===== src/verilog/evtmr_pkg.sv =====
// Package of constants and types for the event triggered countdown timer pair.
package evtmr_pkg;

   // Register indices as printed; byte address is four times the index.
   localparam logic [7:0]  FIRST_STATUS_IDX  = 8'h08;
   localparam logic [7:0]  SECOND_STATUS_IDX = 8'h09;
   localparam logic [7:0]  FIRST_PRESET_IDX  = 8'h0B;
   localparam logic [7:0]  SECOND_PRESET_IDX = 8'h0C;
   localparam logic [7:0]  FIRST_CFG_IDX     = 8'h0E;
   localparam logic [7:0]  SECOND_CFG_IDX    = 8'h0F;

   // Configuration field positions.
   localparam int CFG_ON           = 0;
   localparam int CFG_AUTO_RELOAD  = 1;
   localparam int CFG_CLK_SRC      = 2;
   localparam int CFG_DIV_LSB      = 3;
   localparam int CFG_START_NOW    = 6;
   localparam int CFG_GO_OWN_DOWN  = 7;
   localparam int CFG_GO_OWN_UP    = 8;
   localparam int CFG_GO_FAR_DOWN  = 9;
   localparam int CFG_GO_FAR_UP    = 10;
   localparam int CFG_GO_TX_END    = 11;
   localparam int CFG_GO_TX_BEGIN  = 12;
   localparam int CFG_GO_RX_END    = 13;
   localparam int CFG_GO_RX_BEGIN  = 14;
   localparam int CFG_HALT_OWN_DN  = 15;
   localparam int CFG_HALT_OWN_UP  = 16;
   localparam int CFG_HALT_FAR_DN  = 17;
   localparam int CFG_HALT_FAR_UP  = 18;
   localparam int CFG_HALT_TX_BEG  = 19;
   localparam int CFG_HALT_RX_BEG  = 20;
   localparam int STATUS_RUN_BIT   = 20;

   localparam int CNT_W = 20;
   localparam int CFG_W = 21;

   // Reset values.
   localparam logic [CFG_W-1:0] CFG_RESET    = 21'h00000;
   localparam logic [CNT_W-1:0] PRESET_RESET = 20'h00000;

   // Prescaler: 13.56 MHz base clock; code 0 is base/2, each code halves again.
   localparam logic [7:0] PRESCALE_W = 8'h08;

   typedef enum logic [0:0]
   {
      TMR_IDLE = 1'b0,
      TMR_RUN  = 1'b1
   } evtmr_state_t;

endpackage


===== src/verilog/evtmr_tick.sv =====
// Shared prescaler producing the divided count enables from the base tick.
`timescale 1ns/1ns
`default_nettype none
module evtmr_tick
   import evtmr_pkg::*;
(
   // Clock and reset
   input  wire logic        i_clk,
   input  wire logic        i_nrst,
   input  wire logic        i_ce,
   // Frontend clock enable pulse
   input  wire logic        i_base_tick,
   // One-cycle tick per divider code, bit n is base/2^(n+1)
   output logic [7:0]       o_div_tick
);

   typedef struct packed
   {
      logic [7:0] cnt;
   } evtmr_tick_st_t;

   evtmr_tick_st_t s_r;
   evtmr_tick_st_t s_nxt;
   logic [7:0]     inc;
   logic           ones;

   always_comb
   begin
      s_nxt = s_r;
      inc   = s_r.cnt + 8'h01;
      if (i_base_tick)
      begin
         s_nxt.cnt = inc;
      end
   end

   // A tick of base/2^(n+1) falls where the low n+1 count bits are all ones.
   // The running AND avoids a part-select whose width depends on the loop index.
   always_comb
   begin
      ones = 1'b1;
      for (int n = 0; n < 8; n++)
      begin
         ones          = ones && s_r.cnt[n];
         o_div_tick[n] = i_base_tick && ones;
      end
   end

   always_ff @(posedge i_clk or negedge i_nrst)
   begin
      if (!i_nrst)
      begin
         s_r <= '0;
      end
      else if (i_ce)
      begin
         s_r <= s_nxt;
      end
   end

endmodule
`default_nettype wire


===== src/verilog/evtmr_core.sv =====
// One countdown timer with event start and stop triggers.
`timescale 1ns/1ns
`default_nettype none
module evtmr_core
   import evtmr_pkg::*;
(
   // Clock and reset
   input  wire logic              i_clk,
   input  wire logic              i_nrst,
   input  wire logic              i_ce,
   // Configuration
   input  wire logic [CFG_W-1:0]  i_cfg,
   input  wire logic [CNT_W-1:0]  i_preset,
   input  wire logic              i_cfg_wr,
   // Rate enables
   input  wire logic              i_base_tick,
   input  wire logic [7:0]        i_div_tick,
   // Transceiver and field events, one-cycle pulses
   input  wire logic              i_rx_begin,
   input  wire logic              i_rx_nibble,
   input  wire logic              i_rx_end,
   input  wire logic              i_tx_begin,
   input  wire logic              i_tx_end,
   input  wire logic              i_far_up,
   input  wire logic              i_far_down,
   input  wire logic              i_own_up,
   input  wire logic              i_own_down,
   // State
   output logic [CNT_W-1:0]       o_count,
   output logic                   o_running
);

   typedef struct packed
   {
      evtmr_state_t     st;
      logic [CNT_W-1:0] cnt;
   } evtmr_core_st_t;

   evtmr_core_st_t s_r;
   evtmr_core_st_t s_nxt;
   logic           tick;
   logic           go;
   logic           halt;

   always_comb
   begin
      s_nxt = s_r;
      // Source selection: base clock or divided rate.
      tick = i_cfg[CFG_CLK_SRC] ? i_div_tick[i_cfg[CFG_DIV_LSB+:3]] : i_base_tick;
      go   = (i_cfg_wr && i_cfg[CFG_START_NOW])
          || (i_cfg[CFG_GO_RX_BEGIN] && i_rx_begin)
          || (i_cfg[CFG_GO_RX_END]   && i_rx_end)
          || (i_cfg[CFG_GO_TX_BEGIN] && i_tx_begin)
          || (i_cfg[CFG_GO_TX_END]   && i_tx_end)
          || (i_cfg[CFG_GO_FAR_UP]   && i_far_up)
          || (i_cfg[CFG_GO_FAR_DOWN] && i_far_down)
          || (i_cfg[CFG_GO_OWN_UP]   && i_own_up)
          || (i_cfg[CFG_GO_OWN_DOWN] && i_own_down);
      halt = (i_cfg[CFG_HALT_RX_BEG] && i_rx_nibble)
          || (i_cfg[CFG_HALT_TX_BEG] && i_tx_begin)
          || (i_cfg[CFG_HALT_FAR_UP] && i_far_up)
          || (i_cfg[CFG_HALT_FAR_DN] && i_far_down)
          || (i_cfg[CFG_HALT_OWN_UP] && i_own_up)
          || (i_cfg[CFG_HALT_OWN_DN] && i_own_down);
      if (!i_cfg[CFG_ON])
      begin
         // Clearing the enable stops the timer and ignores all triggers.
         s_nxt.st = TMR_IDLE;
      end
      else if (halt)
      begin
         // A stop wins over a simultaneous start so a stale start cannot revive it.
         s_nxt.st = TMR_IDLE;
      end
      else if (go)
      begin
         s_nxt.st  = TMR_RUN;
         s_nxt.cnt = i_preset;
      end
      else
      begin
         case (s_r.st)
            TMR_RUN:
            begin
               if (tick)
               begin
                  if (s_r.cnt <= 20'h00001)
                  begin
                     // Expiry on reaching zero.
                     if (i_cfg[CFG_AUTO_RELOAD])
                     begin
                        s_nxt.cnt = i_preset;
                     end
                     else
                     begin
                        s_nxt.cnt = '0;
                        s_nxt.st  = TMR_IDLE;
                     end
                  end
                  else
                  begin
                     s_nxt.cnt = s_r.cnt - 20'h00001;
                  end
               end
            end
            TMR_IDLE:
            begin
               s_nxt.st = TMR_IDLE;
            end
            default:
            begin
               s_nxt.st = TMR_IDLE;
            end
         endcase
      end
   end

   always_ff @(posedge i_clk or negedge i_nrst)
   begin
      if (!i_nrst)
      begin
         s_r <= '{st: TMR_IDLE, cnt: '0};
      end
      else if (i_ce)
      begin
         s_r <= s_nxt;
      end
   end

   assign o_count   = s_r.cnt;
   assign o_running = (s_r.st == TMR_RUN);

endmodule
`default_nettype wire


===== src/verilog/evtmr_top.sv =====
// Top of the event triggered countdown timer pair with its APB register slave.
//
// Function
// - Start-now bit starts timer at once
// - Divider code picks 6.78 MHz to 53 kHz
// - Clock source bit: base or divided rate
// - No reload: stop and stay at zero
// - Reload: load preset, keep counting down
// - Triggers act only while enable is set
// - Halt after first four received bits
// - Halt when transmission begins
// - Halt when external field appears
// - Halt when external field is lost
// - Halt when own field switches on
// - Halt when own field switches off
// - Start on first received bit
// - Start when reception ends
// - Readable 20-bit count and running flag
// - Writable 20-bit preset, reset zero
// - Start on transmission begin or end
// - Start on field up/down events
//
// The implementer's own choice: the APB slave port.
`timescale 1ns/1ns
`default_nettype none
module evtmr_top
   import evtmr_pkg::*;
(
   // Clock, reset and enable
   input  wire logic         I_CLK_SYS,
   input  wire logic         I_NRST,
   input  wire logic         I_CE,
   // Frontend 13.56 MHz clock enable pulse
   input  wire logic         I_FE_TICK,
   // APB slave
   input  wire logic         I_PSEL,
   input  wire logic         I_PENABLE,
   input  wire logic         I_PWRITE,
   input  wire logic [7:0]   I_PADDR,
   input  wire logic [31:0]  I_PWDATA,
   output logic [31:0]       O_PRDATA,
   output logic              O_PREADY,
   output logic              O_PSLVERR,
   // Transceiver and field events, one-cycle pulses
   input  wire logic         I_RX_BEGIN,
   input  wire logic         I_RX_NIBBLE,
   input  wire logic         I_RX_END,
   input  wire logic         I_TX_BEGIN,
   input  wire logic         I_TX_END,
   input  wire logic         I_FAR_FIELD_UP,
   input  wire logic         I_FAR_FIELD_DOWN,
   input  wire logic         I_OWN_FIELD_UP,
   input  wire logic         I_OWN_FIELD_DOWN,
   // Timer state
   output logic              O_FIRST_RUNNING,
   output logic              O_SECOND_RUNNING
);

   ////////////////////////////////////////////////////////////////////////////////
   typedef struct packed
   {
      logic [1:0][CFG_W-1:0] cfg;
      logic [1:0][CNT_W-1:0] preset;
      logic [1:0]            cfg_wr;
      logic [31:0]           prdata;
      logic                  pready;
      logic                  pslverr;
      logic [1:0]            running;
   } evtmr_top_st_t;

   evtmr_top_st_t         s_r;
   evtmr_top_st_t         s_nxt;
   logic [7:0]            div_tick;
   logic [1:0][CNT_W-1:0] count;
   logic [1:0]            run;
   logic                  setup;
   logic                  access;
   logic [5:0]            idx;
   logic                  aligned;
   logic                  hit;
   logic [31:0]           rd_word;
   logic [1:0]            wr_preset;
   logic [1:0]            wr_cfg;

   ////////////////////////////////////////////////////////////////////////////////
   evtmr_tick u_tick
   (
      .i_clk       (I_CLK_SYS),
      .i_nrst      (I_NRST),
      .i_ce        (I_CE),
      .i_base_tick (I_FE_TICK),
      .o_div_tick  (div_tick)
   );

   // Both timers are the same core with their own registers.
   for (genvar t = 0; t < 2; t++)
   begin : g_tmr
      evtmr_core u_core
      (
         .i_clk       (I_CLK_SYS),
         .i_nrst      (I_NRST),
         .i_ce        (I_CE),
         .i_cfg       (s_r.cfg[t]),
         .i_preset    (s_r.preset[t]),
         .i_cfg_wr    (s_r.cfg_wr[t]),
         .i_base_tick (I_FE_TICK),
         .i_div_tick  (div_tick),
         .i_rx_begin  (I_RX_BEGIN),
         .i_rx_nibble (I_RX_NIBBLE),
         .i_rx_end    (I_RX_END),
         .i_tx_begin  (I_TX_BEGIN),
         .i_tx_end    (I_TX_END),
         .i_far_up    (I_FAR_FIELD_UP),
         .i_far_down  (I_FAR_FIELD_DOWN),
         .i_own_up    (I_OWN_FIELD_UP),
         .i_own_down  (I_OWN_FIELD_DOWN),
         .o_count     (count[t]),
         .o_running   (run[t])
      );
   end

   ////////////////////////////////////////////////////////////////////////////////
   // Address decode shared by the setup cycle (read data, error) and the access
   // cycle (write strobes). The two low address bits must be zero.
   always_comb
   begin
      idx       = I_PADDR[7:2];
      aligned   = (I_PADDR[1:0] == 2'b00);
      hit       = 1'b0;
      rd_word   = 32'h00000000;
      wr_preset = 2'b00;
      wr_cfg    = 2'b00;
      case ({2'b00, idx})
         FIRST_STATUS_IDX:
         begin
            hit     = 1'b1;
            rd_word = {11'h000, run[0], count[0]};
         end
         SECOND_STATUS_IDX:
         begin
            hit     = 1'b1;
            rd_word = {11'h000, run[1], count[1]};
         end
         FIRST_PRESET_IDX:
         begin
            hit          = 1'b1;
            rd_word      = {12'h000, s_r.preset[0]};
            wr_preset[0] = 1'b1;
         end
         SECOND_PRESET_IDX:
         begin
            hit          = 1'b1;
            rd_word      = {12'h000, s_r.preset[1]};
            wr_preset[1] = 1'b1;
         end
         FIRST_CFG_IDX:
         begin
            hit       = 1'b1;
            rd_word   = {11'h000, s_r.cfg[0]};
            wr_cfg[0] = 1'b1;
         end
         SECOND_CFG_IDX:
         begin
            hit       = 1'b1;
            rd_word   = {11'h000, s_r.cfg[1]};
            wr_cfg[1] = 1'b1;
         end
         default:
         begin
            hit = 1'b0;
         end
      endcase
      if (!aligned)
      begin
         hit = 1'b0;
      end
   end

   // The setup cycle is answered in the following access cycle, so pready is a
   // one-cycle pulse from a flop. Read data is taken at setup, but a write lands
   // only at the access edge where the master samples pready, so a refused or
   // abandoned transfer leaves the registers untouched.
   always_comb
   begin
      s_nxt         = s_r;
      s_nxt.cfg_wr  = 2'b00;
      s_nxt.pready  = 1'b0;
      s_nxt.pslverr = 1'b0;
      s_nxt.running = run;
      setup         = I_PSEL && !I_PENABLE;
      access        = I_PSEL && I_PENABLE && s_r.pready && !s_r.pslverr;
      if (setup)
      begin
         s_nxt.pready  = 1'b1;
         s_nxt.pslverr = !hit;
         s_nxt.prdata  = 32'h00000000;
         if (hit && !I_PWRITE)
         begin
            s_nxt.prdata = rd_word;
         end
      end
      if (access && I_PWRITE)
      begin
         if (wr_preset[0])
         begin
            s_nxt.preset[0] = I_PWDATA[CNT_W-1:0];
         end
         if (wr_preset[1])
         begin
            s_nxt.preset[1] = I_PWDATA[CNT_W-1:0];
         end
         if (wr_cfg[0])
         begin
            s_nxt.cfg[0]    = I_PWDATA[CFG_W-1:0];
            s_nxt.cfg_wr[0] = 1'b1;
         end
         if (wr_cfg[1])
         begin
            s_nxt.cfg[1]    = I_PWDATA[CFG_W-1:0];
            s_nxt.cfg_wr[1] = 1'b1;
         end
      end
   end

   always_ff @(posedge I_CLK_SYS or negedge I_NRST)
   begin
      if (!I_NRST)
      begin
         s_r.cfg     <= {CFG_RESET, CFG_RESET};
         s_r.preset  <= {PRESET_RESET, PRESET_RESET};
         s_r.cfg_wr  <= 2'b00;
         s_r.prdata  <= 32'h00000000;
         s_r.pready  <= 1'b0;
         s_r.pslverr <= 1'b0;
         s_r.running <= 2'b00;
      end
      else if (I_CE)
      begin
         s_r <= s_nxt;
      end
   end

   assign O_PRDATA         = s_r.prdata;
   assign O_PREADY         = s_r.pready;
   assign O_PSLVERR        = s_r.pslverr;
   assign O_FIRST_RUNNING  = s_r.running[0];
   assign O_SECOND_RUNNING = s_r.running[1];

endmodule
`default_nettype wire


===== config.mk =====
export PLATFORM = sky130hd
export DESIGN_NAME = evtmr_top
export DESIGN_NICKNAME = d
export VERILOG_FILES = /design/src/verilog/evtmr_pkg.sv /design/src/verilog/evtmr_tick.sv /design/src/verilog/evtmr_core.sv /design/src/verilog/evtmr_top.sv
export SDC_FILE = /design/constraint.sdc
export NUM_CORES = 1
export LEC_CHECK = 0
export BUFFER_PORTS_ARGS = -buffer_cell sky130_fd_sc_hd__buf_2
export CORE_MARGIN = 2
export CORE_UTILIZATION = 60
export DETAILED_ROUTE_END_ITERATION = 7
export MAX_ROUTING_LAYER = met4
export PLACE_DENSITY = 0.81
export SETUP_SLACK_MARGIN = 0.1
export SLEW_MARGIN = 20
export SYNTH_ARGS = -nofsm -noshare
export SYNTH_HDL_FRONTEND = slang
export SYNTH_HIERARCHICAL = 1
export SYNTH_SLANG_ARGS = --single-unit

===== constraint.sdc =====
create_clock -name I_CLK_SYS -period 3.35 [get_ports I_CLK_SYS]
set_input_delay 0.1675 -clock I_CLK_SYS [delete_from_list [all_inputs] [get_ports I_CLK_SYS]]
set_output_delay 0.1675 -clock I_CLK_SYS [all_outputs]
set_load 0.03 [all_outputs]

==> results.toml <==
[synth]
yosysWarningCount = 6
yosys_most_used_dff = "dfrtp_1"
yosysUniqueCellTypes = 94
ys_async_sr_fraction = 1.00
yosys-top-cells-area = "dfrtp_1, mux2_2, mux2i_1, buf_4, mux2_4"
syn_inst = 906
ys_seq_area_frac = 0.418
avgSynthCellArea_um2 = 10.5
synth_top_area_frac = 0.418
yosysTopAreaCell = "dfrtp_1"
synth_edf_count = 0
netlist_area_um2 = 9530
synth-seq-cells = 159

[sta]
fin_ws_ps = 313
rsz0062_at_grt = "false"
relSlewSlack = 0.311
finalHoldViolCount = 0
fin_crit_ps = 3040
slew_violations = 0
fin_tns_setup_ps = 0
finClkSkew_ps = 6.97
min_period_over_period = 0.907
clock.fmax_ghz = 0.329
max_slew.worst_pin.slew_ps = 1020
setup_violations = 0

[route]
drt_iter0_markers = 1203
wl_per_cell_um = 24.0
drtAntennaViolNets = 0
drc_errors = 1
drt_wl_total_um = 28400
via_count = 8136
firstDrtPassIters = 8
via_per_inst = 6.85

[clocking]
cts_tree = "built"
htree_levels = 4
cts_buffer_depth = 2
numCtsBuffers = 17
clk_pin_slew_ps = 60
cts-root-buf = "clkbuf_16"
clock_latency_ps = 430
clock-sinks = 159

[pwr]
switching_share = 0.249
clkPwrFrac = 0.466
power_frac_seq = 0.452
leakagePower_uw = 0.00481
internal_power_uw = 3390
pwr-share-comb = 0.082
power_switching_uw = 1120
ir_drop_mv = 0.383
power_density_nw_per_um2 = 427

[placed_design]
routabilityCongestion = 0.968
placed_area_um2 = 9910
dp_slack_ps = 338
placed_cells = 1152
port_buffers = 69
hpwl_um = 20400

[floorplanning]
boundaryPins = 92
die_area_um2 = 16900
rows = 46
die_width_um = 130
core_area_um2 = 15700
fp.dieH_um = 130
initial_core_util = 0.606

[setup_path]
cp_slowest_stage_delay_ps = 530
cp_max_fo = 12
required_ps = 3690
endpoint_kind = "flop"
worstPathCellList = "ha_1 > ha_1 > and3_1 > and3_2 > mux2i_1 > a22oi_1 > a41o_1 > and3_1 > nand4_1 > o221ai_1"
cp_slowest_cell = "and3_1"
reg2reg_depth = 10
r2r_slack_ps = 310
worstReg2RegStart = "u_tick/s_r[0]"
path_class = "flop to flop"
critPathArrivalTime_ps = 3370
startpoint_type = "flop"
rr_endpoint = "g_tmr[1].u_core/o_count[10]"

[job]
drv_cap = 0

[finish]
area_growth_pct = 11.0
final_nets = 1019
stdcell_area_um2 = 10600
layout-drive-gt1-share = 0.276
stdcell_count = 1187

[run_status]
violations = "design-rule violations"
status = "complete, but fails checks"

[global_routing]
grt_pass1_vias = 7580
gr-total-overflow = 0
grt_pass1_wl_um = 43900
grt_max_degree = 91
grt.total_usage = 0.354
antenna_found_initial = 1

[worst_hold_path]
hold_class = "input port to flop"
holdPathStages = 2
hold_start = "I_PWDATA[12]"
holdPathEnd = "s_r[111]"
-- power by group through the flow --
stage                     logic (µW)  clock network [µW]  registers (µW)
after detailed placement         365                   0            2070
final                            372                2110            2040
after floorplan                  222                   0            2060
after global placement           357                   0            2070
after CTS                        367                2110            2040
after global routing             404                2210            2040
-- timing repair --
action	4_1_cts	5_1_grt
buffers inserted	0	0
hold buffers	2	0
gates resized for setup	0	1
endpoints found under the hold margin	71	0
endpoints found under the setup margin	0	4
-- worst max path at each step --
stage | depth (start not counted) | startpoint | slack, ps | endpoint
5_1_grt | 10 | u_tick/s_r[0] | 230 | g_tmr[1].u_core/o_count[10]
4_1_cts | 12 | u_tick/s_r[0] | 310 | g_tmr[0].u_core/o_count[14]
6_report | 10 | u_tick/s_r[0] | 310 | g_tmr[1].u_core/o_count[10]
3_3_place_gp | 11 | u_tick/s_r[0] | 460 | g_tmr[0].u_core/o_count[14]
3_5_place_dp | 12 | u_tick/s_r[0] | 340 | g_tmr[0].u_core/o_count[14]
2_1_floorplan | 9 | u_tick/s_r[0] | 390 | g_tmr[0].u_core/o_count[4]
-- synthesized netlist by cell type (19+ instances only) --
cell type,number
o21ai_0,43
nand3_1,21
nor2_1,27
dfrtp_1,159
inv_1,27
buf_4,41
a21oi_1,34
a22oi_1,19
nor3_1,24
mux2i_1,31
mux2_4,19
mux2_2,75
nand2_1,68
clkbuf_1,22
-- state kept, by name, summed over array words and instances (netlist names) --
name,cells
O_PREADY,1
u_tick/s_r,8
g_tmr.u_core/o_running,2
O_FIRST_RUNNING,1
O_SECOND_RUNNING,1
O_PSLVERR,1
O_PRDATA,21
s_r,84
g_tmr.u_core/o_count,40
-- cell type report --
type | instances | area (µm²)
Inverter | 27 | 101
Timing Repair Buffer | 105 | 652
Clock inverter | 13 | 185
Multi-Input combinational cell | 647 | 4930
Antenna cell | 1 | 2.50
Fill cell | 1223 | 5140
Tap cell | 216 | 270
Sequential cell | 159 | 3980
Clock buffer | 19 | 453
-- through the flow --
stage                     total power [µW]  utilization  hold slack [ps]
after floorplan                       2280            -             -128
after global placement                2430        0.631              216
after detailed placement              2440        0.631              226
after CTS                             4510        0.673             10.1
after global routing                  4660        0.673             19.5
final                                 4520        0.673             12.3
-- critical path, delay by kind of cell (launching register included) --
family / cells / cell delay, ps
compound gates: 3 / 870
mux: 1 / 100
fa+ha+maj: 2 / 360
flops: 1 / 400
simple gates: 4 / 1200
-- cells by family after synthesis --
group	after synthesis	share of synthesized area
flops	159	0.418
compound gates	247	0.192
mux	130	0.158
xor+xnor	9	0.00827
simple gates	244	0.147
buf+inv	110	0.0688
fa+ha+maj	6	0.00788
other cells	1	0.000394
-- per-layer routing --
metal | vias to the layer above | GRT usage | wire length, µm
met3 | 64 | 0.0648 | 2920
met5 | - | - | 0
li1 | 3521 | - | -
met2 | 551 | 0.530 | 13100
met4 | 0 | 0.116 | 735
met1 | 4000 | 0.492 | 11700
-- layout by cell type (no fill, tap or decap), drive strengths merged, types with 6 or more instances in the layout --
master	n
nand4	7
clkinv	6
a2bb2oi	9
a211o	12
a221oi	13
dfrtp	159
a22o	9
mux2	98
and2	15
a22oi	19
nand2	69
mux2i	31
o21a	7
nor3	26
o21ai	44
or4	9
o22ai	10
buf	103
or3	8
clkbuf	19
ha	6
a31oi	8
o211ai	11
conb	11
and3	11
or2	6
a21oi	34
inv	28
nand3	22
nor4	19
nor2	29
a32oi	16
Power figures use the tool's default switching activity.
